===== config.mk =====
export PLATFORM = sky130hd
export DESIGN_NAME = charger_timing
export DESIGN_NICKNAME = d
export VERILOG_FILES = /design/src/design/charger_timing.v /design/src/design/stage_timer.v
export VERILOG_INCLUDE_DIRS = /design/src /design/src/include
export SDC_FILE = /design/constraint.sdc
export NUM_CORES = 1
export LEC_CHECK = 0
export BUFFER_PORTS_ARGS = -buffer_cell sky130_fd_sc_hd__buf_2
export CAP_MARGIN = 20
export CORE_UTILIZATION = 40
export DETAILED_ROUTE_END_ITERATION = 12
export PLACE_DENSITY_LB_ADDON = 0.05
export SLEW_MARGIN = 10
export SYNTH_ARGS = -nofsm -noshare
export SYNTH_HDL_FRONTEND = slang
export SYNTH_SLANG_ARGS = --single-unit

===== constraint.sdc =====
create_clock -name clk -period 5.6 [get_ports clk]
set_input_delay 0.56 -clock clk [delete_from_list [all_inputs] [get_ports clk]]
set_output_delay 0.56 -clock clk [all_outputs]
set_load 0.01 [all_outputs]

===== src/include/charger_timing_defines.vh =====
// constants for the charger timing and indication block
`ifndef CHARGER_TIMING_DEFINES_VH
`define CHARGER_TIMING_DEFINES_VH

`define OSC_FREQ_HZ 25000
`define SEC_DIV_CYCLES 25000
`define MIN_DIV_SECONDS 60
`define PREC_TIME_DEFAULT 8'h1E
`define CHG_TIME_DEFAULT 16'h012C
`define TOP_TIME_DEFAULT 8'h1E
`define SQUARE_HALF_SECONDS 1

`endif


===== src/design/charger_timing.v =====
// charger tick dividers, safety timers, status leds and static selects
`timescale 1ns/1ps
`default_nettype none
`include "charger_timing_defines.vh"
// Contract
// - divide oscillator into seconds tick, then seconds into minutes tick
// - charging led runs from seconds tick, safety timers from minutes tick
// - each timer starts with its stage and flags expiry after programmed minutes
// - durations in minutes: 8-bit precondition/top-off, 16-bit charging
// - defaults: 30, 300 and 30 minutes until reprogrammed
// - charging led: short pulses, 50:50, or long pulses by stage
// - charging led steady on in maintenance, off with no battery
// - fault led on while battery judged bad
// - counter makes symmetric square wave from seconds tick
// - voltage select active only for the highest regulation setting
// - precondition level output drives open drain only at 40 percent
// - sense scaling on during top-off stage
// - precondition and top-off enables routed to stage-transition logic
// - readback of state, timer counts, pins and settings
// - three control bits disable charger, preconditioning, top-off; reset zero
// - stage signals active high while in that stage
module charger_timing #(
    parameter SEC_DIV = `SEC_DIV_CYCLES,
    parameter MIN_DIV = `MIN_DIV_SECONDS
) (
    input wire clk,
    input wire rst,
    input wire st_precondition,
    input wire st_charging,
    input wire st_topoff,
    input wire st_maintenance,
    input wire st_no_battery,
    input wire st_bad_battery,
    input wire [2:0] asm_state,
    input wire prec_time_we,
    input wire [7:0] prec_time_in,
    input wire chg_time_we,
    input wire [15:0] chg_time_in,
    input wire top_time_we,
    input wire [7:0] top_time_in,
    input wire ctrl_we,
    input wire charger_disable_in,
    input wire precondition_disable_in,
    input wire topoff_disable_in,
    input wire [1:0] vreg_sel,
    input wire [1:0] prec_level_sel,
    input wire [1:0] eoc_sel,
    input wire enable_pin,
    output reg charger_disable_bit,
    output reg precondition_disable_bit,
    output reg topoff_disable_bit,
    output wire prec_timeout,
    output wire chg_timeout,
    output wire top_timeout,
    output reg charge_led_r,
    output reg fault_led_r,
    output reg voltage_select_out,
    output reg precondition_level_out,
    output reg precondition_level_oe,
    output reg sense_scale_out,
    output reg [7:0] prec_count_rd,
    output reg [15:0] chg_count_rd,
    output reg [7:0] top_count_rd,
    output reg [7:0] prec_time_rd,
    output reg [15:0] chg_time_rd,
    output reg [7:0] top_time_rd,
    output reg [2:0] state_rd,
    output reg [5:0] stage_rd,
    output reg [6:0] settings_rd,
    output reg enable_pin_rd
);
    localparam [1:0] VREG_438 = 2'h3;
    localparam [1:0] PREC_40 = 2'h2;
    localparam [1:0] LED_OFF = 2'h0;
    localparam [1:0] LED_SHORT = 2'h1;
    localparam [1:0] LED_HALF = 2'h2;
    localparam [1:0] LED_LONG = 2'h3;

    reg [15:0] sec_cnt_r;
    reg [5:0] min_cnt_r;
    reg sec_tick_r;
    reg min_tick_r;
    reg square_r;
    reg [1:0] phase_r;
    reg [7:0] prec_time_r;
    reg [15:0] chg_time_r;
    reg [7:0] top_time_r;
    reg [2:0] pin_sync_r;
    reg pin_level_r;
    reg [1:0] led_mode;
    reg led_nxt;
    wire [7:0] prec_cnt;
    wire [15:0] chg_cnt;
    wire [7:0] top_cnt;

    // cascaded dividers: oscillator to seconds, seconds to minutes
    always @(posedge clk or posedge rst) begin
        if (rst) begin
            sec_cnt_r <= 16'h0000;
            min_cnt_r <= 6'h00;
            sec_tick_r <= 1'b0;
            min_tick_r <= 1'b0;
        end else begin
            sec_tick_r <= 1'b0;
            min_tick_r <= 1'b0;
            if (sec_cnt_r == SEC_DIV[15:0] - 16'h0001) begin
                sec_cnt_r <= 16'h0000;
                sec_tick_r <= 1'b1;
                if (min_cnt_r == MIN_DIV[5:0] - 6'h01) begin
                    min_cnt_r <= 6'h00;
                    min_tick_r <= 1'b1;
                end else begin
                    min_cnt_r <= min_cnt_r + 6'h01;
                end
            end else begin
                sec_cnt_r <= sec_cnt_r + 16'h0001;
            end
        end
    end

    // square wave and short/long pulse phase, both on the seconds tick
    always @(posedge clk or posedge rst) begin
        if (rst) begin
            square_r <= 1'b0;
            phase_r <= 2'h0;
        end else if (sec_tick_r) begin
            square_r <= ~square_r;
            phase_r <= phase_r + 2'h1;
        end
    end

    // programmable durations and control bits, powered up at defaults
    always @(posedge clk or posedge rst) begin
        if (rst) begin
            prec_time_r <= `PREC_TIME_DEFAULT;
            chg_time_r <= `CHG_TIME_DEFAULT;
            top_time_r <= `TOP_TIME_DEFAULT;
            charger_disable_bit <= 1'b0;
            precondition_disable_bit <= 1'b0;
            topoff_disable_bit <= 1'b0;
        end else begin
            // zero is out of range, so such writes are ignored
            if (prec_time_we && prec_time_in != 8'h00) begin
                prec_time_r <= prec_time_in;
            end
            if (chg_time_we && chg_time_in != 16'h0000) begin
                chg_time_r <= chg_time_in;
            end
            if (top_time_we && top_time_in != 8'h00) begin
                top_time_r <= top_time_in;
            end
            if (ctrl_we) begin
                charger_disable_bit <= charger_disable_in;
                precondition_disable_bit <= precondition_disable_in;
                topoff_disable_bit <= topoff_disable_in;
            end
        end
    end

    stage_timer #(.W(8)) prec_timer (
        .clk(clk),
        .rst(rst),
        .stage_active(st_precondition),
        .minute_tick(min_tick_r),
        .duration(prec_time_r),
        .count_r(prec_cnt),
        .expired_r(prec_timeout)
    );
    stage_timer #(.W(16)) chg_timer (
        .clk(clk),
        .rst(rst),
        .stage_active(st_charging),
        .minute_tick(min_tick_r),
        .duration(chg_time_r),
        .count_r(chg_cnt),
        .expired_r(chg_timeout)
    );
    stage_timer #(.W(8)) top_timer (
        .clk(clk),
        .rst(rst),
        .stage_active(st_topoff),
        .minute_tick(min_tick_r),
        .duration(top_time_r),
        .count_r(top_cnt),
        .expired_r(top_timeout)
    );

    // three-stage input synchroniser for the enable pin
    always @(posedge clk or posedge rst) begin
        if (rst) begin
            pin_sync_r <= 3'h7;
            pin_level_r <= 1'b1;
        end else begin
            pin_sync_r <= {pin_sync_r[1:0], enable_pin};
            if (pin_sync_r[1] == pin_sync_r[2]) begin
                pin_level_r <= pin_sync_r[2];
            end
        end
    end

    // led pattern select; short = one second on in four
    always @* begin
        led_mode = LED_OFF;
        if (st_precondition) begin
            led_mode = LED_SHORT;
        end else if (st_charging) begin
            led_mode = LED_HALF;
        end else if (st_topoff) begin
            led_mode = LED_LONG;
        end
        case (led_mode)
            LED_SHORT: led_nxt = (phase_r == 2'h0);
            LED_HALF: led_nxt = square_r;
            LED_LONG: led_nxt = (phase_r != 2'h0);
            default: led_nxt = st_maintenance && !st_no_battery;
        endcase
    end

    always @(posedge clk or posedge rst) begin
        if (rst) begin
            charge_led_r <= 1'b0;
            fault_led_r <= 1'b0;
            voltage_select_out <= 1'b0;
            precondition_level_out <= 1'b0;
            precondition_level_oe <= 1'b0;
            sense_scale_out <= 1'b0;
            prec_count_rd <= 8'h00;
            chg_count_rd <= 16'h0000;
            top_count_rd <= 8'h00;
            prec_time_rd <= `PREC_TIME_DEFAULT;
            chg_time_rd <= `CHG_TIME_DEFAULT;
            top_time_rd <= `TOP_TIME_DEFAULT;
            state_rd <= 3'h0;
            stage_rd <= 6'h00;
            settings_rd <= 7'h00;
            enable_pin_rd <= 1'b1;
        end else begin
            charge_led_r <= led_nxt;
            fault_led_r <= st_bad_battery;
            voltage_select_out <= (vreg_sel == VREG_438);
            // open drain: pulls low only, released otherwise
            precondition_level_out <= 1'b0;
            precondition_level_oe <= (prec_level_sel == PREC_40);
            sense_scale_out <= st_topoff;
            prec_count_rd <= prec_cnt;
            chg_count_rd <= chg_cnt;
            top_count_rd <= top_cnt;
            prec_time_rd <= prec_time_r;
            chg_time_rd <= chg_time_r;
            top_time_rd <= top_time_r;
            state_rd <= asm_state;
            stage_rd <= {st_bad_battery, st_no_battery, st_maintenance,
                st_topoff, st_charging, st_precondition};
            settings_rd <= {eoc_sel, prec_level_sel, vreg_sel, sense_scale_out};
            enable_pin_rd <= pin_level_r;
        end
    end
endmodule
`default_nettype wire


===== src/design/stage_timer.v =====
// one safety timer counting minutes while its stage is active
`timescale 1ns/1ps
`default_nettype none
module stage_timer #(
    parameter W = 8
) (
    input wire clk,
    input wire rst,
    input wire stage_active,
    input wire minute_tick,
    input wire [W-1:0] duration,
    output reg [W-1:0] count_r,
    output reg expired_r
);
    always @(posedge clk or posedge rst) begin
        if (rst) begin
            count_r <= {W{1'b0}};
            expired_r <= 1'b0;
        end else if (!stage_active) begin
            count_r <= {W{1'b0}};
            expired_r <= 1'b0;
        end else if (minute_tick && !expired_r) begin
            // a duration of zero is outside range; treated as one minute
            if (count_r + {{(W-1){1'b0}}, 1'b1} >= duration) begin
                expired_r <= 1'b1;
            end
            count_r <= count_r + {{(W-1){1'b0}}, 1'b1};
        end
    end
endmodule
`default_nettype wire


==> Implementation_results.wiki <==
{| class="wikitable"
! Metric !! Value
|-
| Critical path data required time || approximately 6000 ps
|-
| Count of boundary I/O pins || 150
|-
| Number of cells traversed by the worst register-to-register path || 10
|-
| Number of diodes added for antenna fixing || 0
|-
| Average routed wire per standard cell || approximately 14 um
|-
| Share of synthesized registers carrying an async set or reset || 100%
|-
| Final-report max-slew violation count || 0
|-
| Detailed-router iteration count before antenna repair || 4
|-
| Min cycle time layout || ~2500 ps
|-
| Worst R2R Setup Slack || roughly 3100 ps
|-
| Synthesized net count || 767
|-
| Synthesized area per cell || ~11 um2
|-
| Worst clock skew || approximately 8.8 ps
|-
| Area growth from synthesis to final layout || 19.8%
|-
| Peak Freq || between 400 and 500 MHz
|-
| Worst relative slew slack || 48.2%
|-
| Initial antenna violation count || 0
|-
| Floorplan die width || about 140 um
|-
| Vias in the first global route || about 5100
|-
| EDFF count, synth || 0
|-
| H-tree level count || 4
|-
| Die Footprint || 19800 um2
|-
| # resized after CTS || 0
|-
| Number of vias after detailed routing || around 5200
|-
| Layout cell share with drive strength beyond 1 || 26.8%
|-
| CTS tree || yes
|-
| Initial Utilization || 41.0%
|-
| Gpl congestion || ~0.84
|-
| Main area contributors after synthesis || sky130_fd_sc_hd__dfrtp_1, sky130_fd_sc_hd__dfstp_2, sky130_fd_sc_hd__ha_1, sky130_fd_sc_hd__nand2_1, sky130_fd_sc_hd__xor2_1
|-
| Biggest fanout along the worst timing path || 6
|-
| Status || finished clean
|-
| Synth warnings || 0
|-
| # clock sinks || roughly 190
|-
| Crit. Startpoint || chg_timer.count_r[0]
|-
| IO Port Bufs || about 150
|-
| Total setup buffers inserted after CTS || 0
|-
| HPWL after DPL || ~11000 um
|-
| Worst supply voltage drop on vdd || about 0.22 mV
|-
| Number of antenna-violating nets in the routed design || 0
|-
| Die Height || approximately 140 um
|-
| Net count reported at finish || between 900 and 1000
|-
| Library cell occupying the most area in the post-synthesis netlist || sky130_fd_sc_hd__dfrtp_1
|-
| Detailed-route wire length || approximately 15000 um
|-
| Core Box Area || 18800 um2
|-
| Via count normalized by instance count || between 4 and 5
|-
| Power per unit of standard cell area || slightly below 300 nW/um2
|-
| Most frequent standard cell in the layout excluding fill and tap cells || sky130_fd_sc_hd__dfrtp_1
|-
| Worst setup timing slack at the placement stage || around 3200 ps
|-
| Least setup slack across all paths after layout || approximately 3100 ps
|-
| Reg-to-reg startpoint || chg_timer.count_r[0]
|-
| Fraction of the yosys area taken by sequential cells || between 60% and 70%
|-
| Period utilization || 44.1%
|-
| Primary FF master, synth || sky130_fd_sc_hd__dfrtp_1
|-
| Drt first-iter violations || slightly below 200
|-
| Post-route cell area || approximately 9000 um2
|-
| Endpoints failing setup || 0
|-
| Number of unique standard cell types used by synthesis || 48
|-
| Clock slew seen by the registers of the worst setup and hold paths || ~70 ps
|-
| Least-Margin Pin Slew || 777 ps
|-
| Reported max-cap violation count || 0
|-
| GR Overflow Total || 0
|-
| Root buffer selected by CTS || sky130_fd_sc_hd__clkbuf_16
|-
| Endpoint kind of the worst setup timing path || register
|-
| Wire length of the first global-routing pass || 25400 um
|-
| Top-area cell type share of the netlist area || between 50% and 60%
|-
| Unrepaired setup endpoints after global routing || no
|-
| Path category of the worst min-delay check || in2async
|-
| Number of buffers added by the clock tree synthesis step || 17
|-
| Filler instances || 1746
|-
| Register bit total from synthesis || around 190
|-
| Largest net degree at the start of global routing || 73
|-
| Static Leakage || 0.00473 uW
|-
| Reg-to-Reg End || chg_timer.expired_r
|-
| Number of hold violations in the final report || 0
|-
| Count of mapped cells out of synthesis || between 600 and 700
|-
| Post-synthesis instance area || slightly below 8000 um2
|-
| Worst Path Arrival || around 2800 ps
|-
| DRC Markers || 0
|-
| Clock latency on the worst-skew pair || about 420 ps
|-
| Setup TNS || 0 ps
|-
| Path type of the worst setup path || reg2reg
|-
| Critical path endpoint || chg_timer.expired_r
|-
| Critical Path Start Type || register
|-
| Count of standard-cell rows || 50
|-
| CTS Hold Buffers Added || 0
|-
| Post-placement cell area || 8680 um2
|-
| Total track usage || around 16%
|-
| Most frequent cells in the layout || sky130_fd_sc_hd__dfrtp_1, sky130_fd_sc_hd__buf_2, sky130_fd_sc_hd__nand2_1
|-
| Buffer levels on the longest clock path || 2
|}
-- worst min-delay path by stage --
stage | slack [ps] | start | to
after floorplan | 350 | pin_sync_r[0] | pin_sync_r[1]
after global placement | 350 | pin_sync_r[0] | pin_sync_r[1]
after detailed placement | 350 | pin_sync_r[0] | pin_sync_r[1]
after CTS | 220 | asm_state[0] | state_rd[0]
after global routing | 220 | asm_state[2] | state_rd[2]
final | 240 | rst | stage_rd[0]
-- registers in the layout, summed over array words and instances, names as in the netlist, 2 cells and up --
signal / cells
prec_timer.count_r: 8
sec_cnt_r: 16
pin_sync_r: 3
chg_time_r: 16
prec_time_r: 8
prec_count_rd: 8
top_count_rd: 8
chg_count_rd: 16
settings_rd: 7
top_timer.count_r: 8
phase_r: 2
chg_time_rd: 16
prec_time_rd: 8
top_time_r: 8
min_cnt_r: 6
state_rd: 3
stage_rd: 5
top_time_rd: 8
chg_timer.count_r: 16
-- metrics by stage --
step,hold WS [ps],total power [uW],cells,util [%]
2_1_floorplan,345,1540,672,-
3_3_place_gp,347,1620,1040,46.2
3_5_place_dp,350,1630,1040,46.2
4_1_cts,215,2760,1072,49.2
5_1_grt,216,2830,1072,49.2
6_report,237,2710,1072,49.2
-- area by class of cell --
| class | count | area [um2] | share of cell area [%] |
|---|---|---|---|
| flip-flops and latches | 185 | 4670 | 50.6 |
| multi-input cells | 432 | 2810 | 30.4 |
| inverters | 38 | 148 | 1.60 |
| clock inverters | 11 | 90.1 | 0.976 |
| well taps | 234 | 293 | 3.17 |
| clock buffers | 21 | 460 | 4.99 |
| repair buffers | 151 | 763 | 8.27 |
-- logic make-up after synthesis --
kind of cell / after synthesis / share of synthesized area [%]
compound gates: 77 / 5.91
buf+inv: 55 / 2.97
xor+xnor: 61 / 6.94
fa+ha+maj: 39 / 6.30
other cells: 1 / 0.0487
simple gates: 246 / 16.1
flops: 185 / 60.6
mux: 8 / 1.12
-- cells in the mapped netlist (2+ instances only) --
library cell and count:
sky130_fd_sc_hd__mux2i_1 3, sky130_fd_sc_hd__or4_4 2, sky130_fd_sc_hd__nor2_1 29, sky130_fd_sc_hd__buf_4 3, sky130_fd_sc_hd__nor2b_1 7, sky130_fd_sc_hd__nand3_1 23
sky130_fd_sc_hd__nand2b_1 4, sky130_fd_sc_hd__or3_1 9, sky130_fd_sc_hd__and4_1 4, sky130_fd_sc_hd__inv_1 38, sky130_fd_sc_hd__clkbuf_1 13, sky130_fd_sc_hd__o21ai_0 40
sky130_fd_sc_hd__dfrtp_1 156, sky130_fd_sc_hd__a21oi_1 11, sky130_fd_sc_hd__or2_2 3, sky130_fd_sc_hd__nor4_1 5, sky130_fd_sc_hd__o31ai_1 3, sky130_fd_sc_hd__xnor2_1 30
sky130_fd_sc_hd__a211oi_1 2, sky130_fd_sc_hd__ha_1 38, sky130_fd_sc_hd__nand4_1 6, sky130_fd_sc_hd__or4_1 5, sky130_fd_sc_hd__nor3b_1 2, sky130_fd_sc_hd__o21ai_1 2
sky130_fd_sc_hd__mux2_2 5, sky130_fd_sc_hd__xor2_1 31, sky130_fd_sc_hd__nand2_1 103, sky130_fd_sc_hd__and3_1 7, sky130_fd_sc_hd__o2111a_1 2, sky130_fd_sc_hd__a21o_1 2
sky130_fd_sc_hd__a21boi_0 10, sky130_fd_sc_hd__dfstp_2 29, sky130_fd_sc_hd__nor4_4 2, sky130_fd_sc_hd__nor3_1 10, sky130_fd_sc_hd__and2_1 20
-- worst max-delay path, cell delays in order (launching register included) --
cell and delay [ps]:
sky130_fd_sc_hd__dfrtp_1 460, sky130_fd_sc_hd__ha_1 260, sky130_fd_sc_hd__and4_1 280, sky130_fd_sc_hd__and3_1 240, sky130_fd_sc_hd__nand2_1 80, sky130_fd_sc_hd__xnor2_1 130
sky130_fd_sc_hd__ha_1 310, sky130_fd_sc_hd__a21oi_1 150, sky130_fd_sc_hd__nand2_1 60, sky130_fd_sc_hd__a221oi_1 260, sky130_fd_sc_hd__a31oi_1 130
-- power by group --
part           total, uW  switching (uW)  internal [uW]
clock               1110             512            599
combinational        170             106           63.3
sequential          1430            23.5           1400
total               2710             642           2060
-- layer usage --
metal | track usage, % | routed length [um] | part of all wire [%] | vias to the layer above
li1 | - | - | - | 2564
met1 | 23.3 | 7490 | 50 | 2480
met2 | 24.8 | 6870 | 45 | 110
met3 | 3.50 | 540 | 3.6 | 15
met4 | 6.06 | 212 | 1.4 | 0
met5 | 0 | 0 | 0 | -
(Power assumes the default switching activity.)
